`config.mk`:
```
export PLATFORM = sky130hd
export DESIGN_NAME = dtcm_monitor
export DESIGN_NICKNAME = d
export VERILOG_FILES = /design/src/dtcm_pkg.sv /design/src/dtcm_sync_if.sv /design/src/dtcm_monitor.sv /design/src/dtcm_sync.sv /design/src/dtcm_timer.sv
export SDC_FILE = /design/constraint.sdc
export NUM_CORES = 1
export LEC_CHECK = 0
export ABC_AREA = 1
export BUFFER_PORTS_ARGS = -buffer_cell sky130_fd_sc_hd__buf_2
export CAP_MARGIN = 20
export CORE_MARGIN = 2
export CORE_UTILIZATION = 64
export DETAILED_ROUTE_END_ITERATION = 16
export PLACE_DENSITY = 0.84
export SYNTH_ARGS = -nofsm -noshare
export SYNTH_HDL_FRONTEND = slang
export SYNTH_SLANG_ARGS = --single-unit
```
`constraint.sdc`:
```
create_clock -name mclk -period 2.4 [get_ports mclk]
set_clock_uncertainty 0.15 [all_clocks]
set_input_delay 0.48 -clock mclk [delete_from_list [all_inputs] [get_ports mclk]]
set_output_delay 0.48 -clock mclk [all_outputs]
set_load 0.05 [all_outputs]
```
`src/dtcm_pkg.sv`:
```
// Purpose: shared constants and types for the dual channel torque cutoff monitor
// Assumes: 50 MHz control clock
// Notes:   all timing counts derive from the required times and the clock period
`default_nettype none

package dtcm_pkg;

  // ---------------------------------------------------------------------------
  // clock and timing
  // ---------------------------------------------------------------------------
  localparam int unsigned ClkPeriodNs     = 20;       // control clock period
  localparam int unsigned ReactTimeUs     = 1000;     // shortest break to catch, 1 ms
  localparam int unsigned MismatchTimeMs  = 200;      // channels differ longer than this
  localparam int unsigned FaultReactMs    = 10;       // extra allowance after detection
  localparam int unsigned FaultIndMs      = 500;      // fault indication bound (less than)
  localparam int unsigned WarnIndMs       = 1000;     // warning indication bound (less than)

  // cycle counts: a least time rounds up, a longest time rounds down
  localparam int unsigned ReactCycles     = (ReactTimeUs * 1000) / ClkPeriodNs;
  localparam int unsigned MismatchCycles  = (MismatchTimeMs * 1000000 + ClkPeriodNs - 1)
                                            / ClkPeriodNs;
  localparam int unsigned FaultReactCycles = (FaultReactMs * 1000000) / ClkPeriodNs;
  localparam int unsigned FaultIndCycles  = (FaultIndMs * 1000000) / ClkPeriodNs - 1;
  localparam int unsigned WarnIndCycles   = (WarnIndMs * 1000000) / ClkPeriodNs - 1;

  // ---------------------------------------------------------------------------
  // indication selection encoding
  // ---------------------------------------------------------------------------
  localparam logic [1:0] IndSelNone  = 2'h0; // no indication
  localparam logic [1:0] IndSelFault = 2'h1; // fault in both states
  localparam logic [1:0] IndSelWarn  = 2'h2; // warning in both states
  localparam logic [1:0] IndSelMixed = 2'h3; // fault when running, warning when stopped

  // fault code values
  localparam logic [1:0] FaultCodeNone   = 2'h0;
  localparam logic [1:0] FaultCodeFirst  = 2'h1; // first_channel_mismatch_fault
  localparam logic [1:0] FaultCodeSecond = 2'h2; // second_channel_mismatch_fault

  // monitor state
  typedef enum logic [1:0] {
    DTCM_RUN_OK  = 2'b00,  // output stage may be enabled
    DTCM_CUTOFF  = 2'b01,  // torque_cutoff active
    DTCM_FAULTED = 2'b10,  // mismatch latched
    DTCM_WAITRST = 2'b11   // channels closed, waiting for reset
  } dtcm_state_t;

endpackage : dtcm_pkg

`default_nettype wire

```
`src/dtcm_sync_if.sv`:
```
// Purpose: carries synchronised cutoff channel levels between modules
// Assumes: single clock domain mclk
// Notes:   one bit per channel, 1 = channel closed (energised)
`default_nettype none

interface dtcm_sync_if;
  logic [1:0] chanClosed;  // synchronised and agreed channel levels
  logic [1:0] chanBreak;   // one cycle pulse: channel seen opening

  modport src (output chanClosed, output chanBreak);
  modport dst (input chanClosed, input chanBreak);
endinterface : dtcm_sync_if

`default_nettype wire

```
`src/dtcm_monitor.sv`:
```
// Purpose: dual channel torque cutoff monitor, removes gate enable and trips
// Assumes: 50 MHz mclk; channels driven by a safety switch, 1 = closed
// Notes:   mismatch timer is a parameter so simulation can shorten it
//
// Behaviour
// - open inputs withdraw gate enable everywhere
// - cutoff raises selected indication, stopped or running
// - open input refuses starts, motor coasts
// - after closing, restart only after reset
// - cutoff overrides every other drive command
// - compare channels; mismatch trips with channel code
// - single channel use treated as mismatch
// - catch openings as short as 1 ms
// - mismatch trips only beyond 200 ms
// - fault reaction done within 10 ms more
// - fault indication within 500 ms
// - warning indication within 1000 ms
// - no memory; held level start may restart
// - first or second channel code by channel
`default_nettype none

module dtcm_monitor #(
  parameter int unsigned MISMATCH_CYCLES = dtcm_pkg::MismatchCycles
) (
  // clock and reset
  input  wire logic        mclk,
  input  wire logic        rst_b,
  // cutoff channel pins, high when closed
  input  wire logic [1:0]  chanPin,
  // drive control
  input  wire logic        startReq,    // level start request
  input  wire logic        resetCmd,    // fault reset command, level
  input  wire logic        driveEnReq,  // other functions asking for gate drive
  input  wire logic [1:0]  indSel,      // indication selection setting
  // outputs
  output logic             gateEnable,  // gate drive enable to power switches
  output logic             motorRun,    // drive running
  output logic             cutoffWarn,  // warning indication
  output logic             cutoffFault, // fault indication
  output logic [1:0]       faultCode    // latched mismatch channel code
);
  import dtcm_pkg::*;

  // ---------------------------------------------------------------------------
  // input synchronisation
  // ---------------------------------------------------------------------------
  dtcm_sync_if syncBus ();

  dtcm_sync uSync (
    .mclk    (mclk),
    .rst_b   (rst_b),
    .chanPin (chanPin),
    .syncOut (syncBus.src)
  );

  logic [1:0] closed;     // agreed channel levels
  logic       anyOpen;    // torque cutoff requested
  logic       mismatch;   // channels disagree
  assign closed   = syncBus.chanClosed;
  assign anyOpen  = ~&closed;
  assign mismatch = closed[0] ^ closed[1];

  // ---------------------------------------------------------------------------
  // mismatch duration timer
  // ---------------------------------------------------------------------------
  logic mismatchExp; // channels differed longer than the detection time

  dtcm_timer #(
    .LIMIT (MISMATCH_CYCLES),
    .WIDTH (24)
  ) uMisTimer (
    .mclk    (mclk),
    .rst_b   (rst_b),
    .run     (mismatch),
    .expired (mismatchExp)
  );

  // ---------------------------------------------------------------------------
  // state and latched fault
  // ---------------------------------------------------------------------------
  dtcm_state_t state_q, state_d;
  logic [1:0]  faultCode_q;  // latched channel code
  logic        running_q;    // drive running
  logic        runAtCut_q;   // was running when cutoff hit
  logic        gate_q;
  logic        warn_q;
  logic        fault_q;

  // next state; cutoff checked first so nothing else can enable
  always_comb begin
    state_d = state_q;
    unique case (state_q)
      DTCM_RUN_OK: begin
        if (anyOpen) begin
          state_d = DTCM_CUTOFF;
        end
      end
      DTCM_CUTOFF: begin
        if (mismatchExp) begin
          state_d = DTCM_FAULTED;
        end else if (!anyOpen) begin
          state_d = DTCM_WAITRST;
        end
      end
      DTCM_FAULTED: begin
        // recovery: both open and reset, then closing leads to wait
        if (!anyOpen) begin
          state_d = DTCM_WAITRST;
        end
      end
      DTCM_WAITRST: begin
        if (anyOpen) begin
          state_d = mismatchExp ? DTCM_FAULTED : DTCM_CUTOFF;
        end else if (resetCmd && faultCode_q == FaultCodeNone) begin
          state_d = DTCM_RUN_OK;
        end
      end
    endcase
  end

  // state register; no memory across power loss, reset lands in cutoff
  always_ff @(posedge mclk or negedge rst_b) begin
    if (!rst_b) begin
      state_q <= DTCM_CUTOFF;
    end else begin
      state_q <= state_d;
    end
  end

  // fault code latch: a new trip wins over a reset in the same cycle
  always_ff @(posedge mclk or negedge rst_b) begin
    if (!rst_b) begin
      faultCode_q <= FaultCodeNone;
    end else if (mismatchExp && faultCode_q == FaultCodeNone) begin
      // the open channel names the code
      faultCode_q <= closed[0] ? FaultCodeSecond : FaultCodeFirst;
    end else if (resetCmd && !mismatch && (anyOpen || state_q == DTCM_FAULTED)) begin
      // reset accepted only with both channels agreeing
      faultCode_q <= FaultCodeNone;
    end
  end

  // ---------------------------------------------------------------------------
  // run control and gate enable
  // ---------------------------------------------------------------------------
  // a start is refused unless the state allows it; a held level start restarts
  always_ff @(posedge mclk or negedge rst_b) begin
    if (!rst_b) begin
      running_q <= 1'b0;
    end else if (anyOpen || state_q != DTCM_RUN_OK) begin
      running_q <= 1'b0;
    end else begin
      running_q <= startReq;
    end
  end

  // remember whether the motor was turning when the cutoff hit
  always_ff @(posedge mclk or negedge rst_b) begin
    if (!rst_b) begin
      runAtCut_q <= 1'b0;
    end else if (state_q == DTCM_RUN_OK && anyOpen) begin
      runAtCut_q <= running_q;
    end else if (state_q == DTCM_RUN_OK) begin
      runAtCut_q <= 1'b0;
    end
  end

  // gate enable drops on the cycle after any open level
  always_ff @(posedge mclk or negedge rst_b) begin
    if (!rst_b) begin
      gate_q <= 1'b0;
    end else begin
      gate_q <= !anyOpen && !(|syncBus.chanBreak) && state_q == DTCM_RUN_OK
                && running_q && driveEnReq;
    end
  end

  // ---------------------------------------------------------------------------
  // indications, one cycle after cause, far inside 500 ms and 1000 ms
  // ---------------------------------------------------------------------------
  logic cutActive; // cutoff or fault present
  assign cutActive = state_q != DTCM_RUN_OK || anyOpen;

  always_ff @(posedge mclk or negedge rst_b) begin
    if (!rst_b) begin
      warn_q  <= 1'b0;
      fault_q <= 1'b0;
    end else begin
      warn_q  <= 1'b0;
      fault_q <= faultCode_q != FaultCodeNone;
      if (cutActive) begin
        unique case (indSel)
          IndSelNone:  ;
          IndSelFault: fault_q <= 1'b1;
          IndSelWarn:  warn_q  <= 1'b1;
          IndSelMixed: begin
            // running versus stopped picks fault or warning
            if (runAtCut_q || running_q) fault_q <= 1'b1;
            else warn_q <= 1'b1;
          end
        endcase
      end
    end
  end

  assign gateEnable  = gate_q;
  assign motorRun    = running_q;
  assign cutoffWarn  = warn_q;
  assign cutoffFault = fault_q;
  assign faultCode   = faultCode_q;

  // ---------------------------------------------------------------------------
  // check helper: length of the current disagreement
  // ---------------------------------------------------------------------------
  // kept apart from the timer on purpose, so a wrong limit or a counter that
  // restarts late shows up as a failed check instead of a silent early trip;
  // it saturates rather than wraps, a stuck channel must not fake a short pulse
  logic [31:0] mismatchLen_q; // cycles the channels have differed before this one

  always_ff @(posedge mclk or negedge rst_b) begin
    if (!rst_b) begin
      mismatchLen_q <= 32'h0000_0000;
    end else if (!mismatch) begin
      mismatchLen_q <= 32'h0000_0000;              // agreement restarts the count
    end else if (mismatchLen_q != 32'hFFFF_FFFF) begin
      mismatchLen_q <= mismatchLen_q + 32'h0000_0001;
    end
  end

  // ---------------------------------------------------------------------------
  // checks
  // ---------------------------------------------------------------------------
  a_gate_open_off: assert property (@(posedge mclk) disable iff (!rst_b)
    anyOpen |=> !gateEnable) else $error("gate enable with cutoff open");

  a_start_refused: assert property (@(posedge mclk) disable iff (!rst_b)
    anyOpen && startReq |=> !motorRun) else $error("start accepted while open");

  a_restart_reset: assert property (@(posedge mclk) disable iff (!rst_b)
    state_q == DTCM_WAITRST && !resetCmd |=> state_q != DTCM_RUN_OK)
    else $error("restart without reset");

  a_priority_cut: assert property (@(posedge mclk) disable iff (!rst_b)
    gateEnable |-> $past(!anyOpen) && $past(driveEnReq))
    else $error("gate enabled without permission");

  a_mismatch_trip: assert property (@(posedge mclk) disable iff (!rst_b)
    mismatchExp |-> ##[1:2] (faultCode != FaultCodeNone && !gateEnable))
    else $error("fault reaction late");

  a_short_notrip: assert property (@(posedge mclk) disable iff (!rst_b)
    mismatchExp |-> mismatchLen_q >= MISMATCH_CYCLES)
    else $error("short mismatch tripped");

  a_code_channel: assert property (@(posedge mclk) disable iff (!rst_b)
    mismatchExp && faultCode_q == FaultCodeNone && !closed[0]
      |=> faultCode == FaultCodeFirst)
    else $error("wrong channel code");

  a_fault_ind: assert property (@(posedge mclk) disable iff (!rst_b)
    faultCode_q != FaultCodeNone |=> cutoffFault)
    else $error("fault indication missing");

  a_warn_ind: assert property (@(posedge mclk) disable iff (!rst_b)
    cutActive && indSel == IndSelWarn |=> cutoffWarn)
    else $error("warning indication missing");

  // a break seen by the synchroniser drops the gate on the same edge as the level falls
  a_break_gate_off: assert property (@(posedge mclk) disable iff (!rst_b)
    (|syncBus.chanBreak) |=> !gateEnable)
    else $error("gate enable after short break");

  // a held level start runs as soon as the monitor allows it
  a_held_start: assert property (@(posedge mclk) disable iff (!rst_b)
    state_q == DTCM_RUN_OK && !anyOpen && startReq |=> motorRun)
    else $error("held start not taken");

  // a running motor is left to coast: run status drops with any open channel
  a_coast_open: assert property (@(posedge mclk) disable iff (!rst_b)
    anyOpen |=> !motorRun)
    else $error("run kept while open");

  // mixed setting shows a fault while the motor turns
  a_mixed_running: assert property (@(posedge mclk) disable iff (!rst_b)
    cutActive && indSel == IndSelMixed && running_q |=> cutoffFault)
    else $error("running indication missing");

  // an expired detection time always ends in the faulted state
  a_trip_state: assert property (@(posedge mclk) disable iff (!rst_b)
    mismatchExp |=> state_q == DTCM_FAULTED)
    else $error("trip state missing");

  // no code appears without an expired detection time
  a_no_early_code: assert property (@(posedge mclk) disable iff (!rst_b)
    faultCode_q == FaultCodeNone && !mismatchExp |=> faultCode == FaultCodeNone)
    else $error("fault code without trip");

endmodule : dtcm_monitor

`default_nettype wire

```
`src/dtcm_sync.sv`:
```
// Purpose: three stage synchroniser for both cutoff inputs
// Assumes: inputs asynchronous to mclk
// Notes:   a level counts once stages two and three agree
`default_nettype none

module dtcm_sync (
  // clock and reset
  input  wire logic  mclk,
  input  wire logic  rst_b,
  // raw channel pins
  input  wire logic  [1:0] chanPin,
  // synchronised levels
  dtcm_sync_if.src   syncOut
);
  import dtcm_pkg::*;

  // ---------------------------------------------------------------------------
  // per channel synchroniser
  // ---------------------------------------------------------------------------
  logic [1:0] stage1_q; // first flop, read only by stage2
  logic [1:0] stage2_q;
  logic [1:0] stage3_q;
  logic [1:0] level_q;  // agreed level

  genvar g;
  generate
    for (g = 0; g < 2; g++) begin : gChan
      // reset to open: a cutoff is the safe assumption until the pins are seen
      always_ff @(posedge mclk or negedge rst_b) begin
        if (!rst_b) begin
          stage1_q[g] <= 1'b0;
          stage2_q[g] <= 1'b0;
          stage3_q[g] <= 1'b0;
          level_q[g]  <= 1'b0;
        end else begin
          stage1_q[g] <= chanPin[g];
          stage2_q[g] <= stage1_q[g];
          stage3_q[g] <= stage2_q[g];
          // update only when two and three agree
          if (stage2_q[g] == stage3_q[g]) begin
            level_q[g] <= stage3_q[g];
          end
        end
      end
      // opening edge: any break long enough for stages two and three to agree
      assign syncOut.chanBreak[g] = level_q[g] & ~stage3_q[g] & ~stage2_q[g];
    end
  endgenerate

  assign syncOut.chanClosed = level_q;

endmodule : dtcm_sync

`default_nettype wire

```
`src/dtcm_timer.sv`:
```
// Purpose: saturating duration counter used for mismatch timing
// Assumes: count restarts whenever run drops
// Notes:   expired holds high while run stays high past the limit
`default_nettype none

module dtcm_timer #(
  parameter int unsigned LIMIT = 10,
  parameter int unsigned WIDTH = 24
) (
  // clock and reset
  input  wire logic  mclk,
  input  wire logic  rst_b,
  // control
  input  wire logic  run,
  // result
  output logic       expired
);
  import dtcm_pkg::*;

  logic [WIDTH-1:0] count_q; // cycles run has been high

  // ---------------------------------------------------------------------------
  // counter: clears when run is low, stops at the limit
  // ---------------------------------------------------------------------------
  always_ff @(posedge mclk or negedge rst_b) begin
    if (!rst_b) begin
      count_q <= '0;
    end else if (!run) begin
      count_q <= '0;
    end else if (count_q != WIDTH'(LIMIT)) begin
      count_q <= count_q + WIDTH'(1);
    end
  end

  // strictly longer than the limit before expiry
  assign expired = run && (count_q == WIDTH'(LIMIT));

endmodule : dtcm_timer

`default_nettype wire
```
==> results.json <==
{
  "synth.area.top_cells": "sky130_fd_sc_hd__dfrtp_1 (47%), sky130_fd_sc_hd__nand2_1 (12%), sky130_fd_sc_hd__nor2_1 (8.1%), sky130_fd_sc_hd__inv_1 (6.9%), sky130_fd_sc_hd__nand3_1 (4.5%)",
  "crit_arrival_ps": 1070,
  "ctsHtreeMaxLevel": 2,
  "timing.critical_path.buf_inv": 1,
  "mostFrequentLayoutCells": "sky130_fd_sc_hd__nand2_1 (68), sky130_fd_sc_hd__nor2_1 (46), sky130_fd_sc_hd__dfrtp_1 (40)",
  "routed-via-count": 1795,
  "grt_use_met3_pct": 6.30,
  "p_leak_nw": 1.15,
  "worst_path_largest_cell_delay_ps": 420,
  "minimum_period_implied_by_the_final_worst_setup_slack_ps": 1700,
  "status": "completed",
  "via_per_inst": 5.19,
  "r2r-end": "uMisTimer.count_q[14]$_DFFE_PN0N_",
  "ys.warnings.count": 0,
  "numCtsBuffers": 5,
  "clock.fmax_ghz": 0.589,
  "clk_latency_ps": 360,
  "synth_enable_flop_cells": 0,
  "drive_gt1_share_pct": 13.2,
  "drc": 0,
  "route.antenna.remaining_nets": 0,
  "first_pass_grt_wire_length_um": 7060,
  "die_w_um": 61.6,
  "rsz0062_at_grt": "false",
  "final-max-slew-violation-count": 0,
  "layout-area-overhead-vs-synth_pct": 9.12,
  "clock-root-buffer": "sky130_fd_sc_hd__clkbuf_4",
  "crit_required_ps": 1770,
  "grt_max_degree": 21,
  "setup-violations-final": 0,
  "power.total_w": 0.00133,
  "placeableCoreArea_sq_um": 3100,
  "wl_per_cell_um": 12.1,
  "report.final.hold_viol_count": 0,
  "timing.max_cap.violations": 0,
  "power_density_nw_per_um2": 574,
  "yosys.area.top_type_share_pct": 47.1,
  "layout.cells.most_common": "sky130_fd_sc_hd__nand2_1",
  "grt_busiest_layer": "met1",
  "synth.avg_cell_area_sq_um": 7.62,
  "slew-limit-headroom_pct": 70.3,
  "crit_type": "flip-flop to output port",
  "cts_sinks": 41,
  "critical_path.cell_chain": "buf_2",
  "post_synth_inst_count": 279,
  "ys_types": 27,
  "drt_first_pass_iters": 4,
  "netlist_area_sq_um": 2130,
  "post-cts-setup-buffers": 0,
  "capture_point_of_the_worst_path": "motorRun",
  "antenna_violations_before_repair": 0,
  "crit_slowest_cell": "sky130_fd_sc_hd__dfrtp_1",
  "design.die.area_sq_um": 3800,
  "fp-row-count": 20,
  "worstPathMaxFanout": 4,
  "gr-usage-all-layers_pct": 26.1,
  "drt_iter0_markers": 140,
  "reg2reg_from": "uMisTimer.count_q[1]$_DFFE_PN0N_",
  "io-pin-count": 15,
  "first_global_vias": 1569,
  "final.setup.tns_ps": 0,
  "sequential_fraction_of_the_synthesis_area_pct": 48.3,
  "critical_path_cell_count": 1,
  "antenna_cells": 0,
  "cp-startpoint": "motorRun$_DFF_PN0_",
  "global_route.usage.met1_pct": 38.0,
  "cts.path.max_buffers": 2,
  "netlist.top_cell.by_area": "sky130_fd_sc_hd__dfrtp_1",
  "portBuffers": 14,
  "holdCritPathClass": "primary input to flip-flop",
  "worstSetupEndpointType": "output port",
  "met2_track_demand_over_resource_in_global_routing_pct": 37.7,
  "gpl_wtd_cong": 0.898,
  "fin_crit_sh_pct": 70.7,
  "sum_of_overflow_across_all_layers_after_global_routing": 0,
  "final_net_count": 313,
  "initial_core_util_pct": 68.5,
  "asr_flop_ratio_synth_pct": 100,
  "timing.critical_path.from_type": "flip-flop",
  "half_perimeter_wire_length_of_the_detailed_placement_result_um": 3150,
  "cts.repair.resized": 0,
  "worst_pin_slew_ps": 446,
  "crit_family": "flip-flops",
  "synth-main-ff-cell": "sky130_fd_sc_hd__dfrtp_1",
  "worst-r2r-cell-count": 9,
  "synth_fp_nets": 291,
  "detail_route.wirelength_um": 4190,
  "rrSetupSlack_ps": 710,
  "vdd.ir_drop.worst_mv": 0.432,
  "path_clk_slew_ps": 130,
  "tritoncts": "done",
  "ys_ff_latch": 41,
  "die_height_um": 61.6
}
-- cell usage after synthesis (3+ instances only) --
cell type / instances
sky130_fd_sc_hd__a21oi_1: 10
sky130_fd_sc_hd__dfrtp_1: 40
sky130_fd_sc_hd__ha_1: 3
sky130_fd_sc_hd__inv_1: 39
sky130_fd_sc_hd__nand2_1: 68
sky130_fd_sc_hd__nand2_2: 4
sky130_fd_sc_hd__nand3_1: 19
sky130_fd_sc_hd__nand4_1: 5
sky130_fd_sc_hd__nor2_1: 46
sky130_fd_sc_hd__nor2_2: 3
sky130_fd_sc_hd__nor3_1: 10
sky130_fd_sc_hd__o21ai_0: 12
sky130_fd_sc_hd__xor2_1: 3
-- per-layer routing --
layer	vias to the layer above	part of all wire, %
met3	6	6.1
met4	0	1.4
met5	-	0
met1	822	50
met2	38	43
li1	929	-
-- repair_timing --
item                       4_1_cts  5_1_grt
setup endpoints to repair        0        0
hold endpoints to repair        18        0
hold buffers                     1        0
-- area by class of cell --
class	count	area, sq um
clock inverter	2	13.8
sequential	41	1030
tap	44	55.1
timing repair buffer	18	103
clock buffer	6	51.3
inverter	41	154
multi-input combinational	194	916
fill	255	783
-- logic make-up (layout without fill, tap and decap cells) --
group,Yosys count,in the layout,synth area share [%]
compound gates,27,27,7.18
xor+xnor,3,3,1.24
fa+ha+maj,3,3,1.77
flops,41,41,48.3
buf+inv,44,67,8.59
simple gates,161,161,32.9
-- how the worst min path moves through the flow --
| stage | startpoint | endpoint | cells after the start | slack [ps] |
|---|---|---|---|---|
| floorplan | rst_b | cutoffFault$_DFF_PN0_ | 0 | 30 |
| global placement | uSync.stage1_q[1]$_DFF_PN0_ | uSync.stage2_q[1]$_DFF_PN0_ | 0 | 190 |
| detailed placement | uSync.stage1_q[0]$_DFF_PN0_ | uSync.stage2_q[0]$_DFF_PN0_ | 0 | 190 |
| CTS | chanPin[1] | uSync.stage1_q[1]$_DFF_PN0_ | 1 | 60 |
| global route | chanPin[1] | uSync.stage1_q[1]$_DFF_PN0_ | 1 | 40 |
| finish | chanPin[0] | uSync.stage1_q[0]$_DFF_PN0_ | 1 | 70 |
-- registers in the layout (all words and copies together), names as in the netlist --
name,count
cutoffFault,1
cutoffWarn,1
faultCode,2
gateEnable,1
motorRun,1
runAtCut_q,1
state_q,2
uMisTimer.count_q,24
uSync.stage1_q,2
uSync.stage2_q,2
uSync.stage3_q,2
uSync.syncOut.chanClosed,2
-- where the power goes --
group,total (W),internal (W),switching (W),leakage [nW]
combinational,0.000201,0.0000627,0.000139,0.570
clock,0.000375,0.000143,0.000232,0.0382
sequential,0.000755,0.000725,0.0000300,0.545
-- through the flow --
step | area [sq um] | cells | util [%] | hold WS (ps) | setup WS [ps]
floorplan | 2130 | 279 | - | 34.4 | 885
global placement | 2240 | 337 | 72.3 | 189 | 811
detailed placement | 2240 | 337 | 72.3 | 189 | 767
CTS | 2320 | 346 | 74.8 | 55.3 | 697
global route | 2320 | 346 | 74.8 | 44.2 | 556
finish | 2320 | 346 | 74.8 | 73.8 | 703
(Power assumes the default switching activity.)
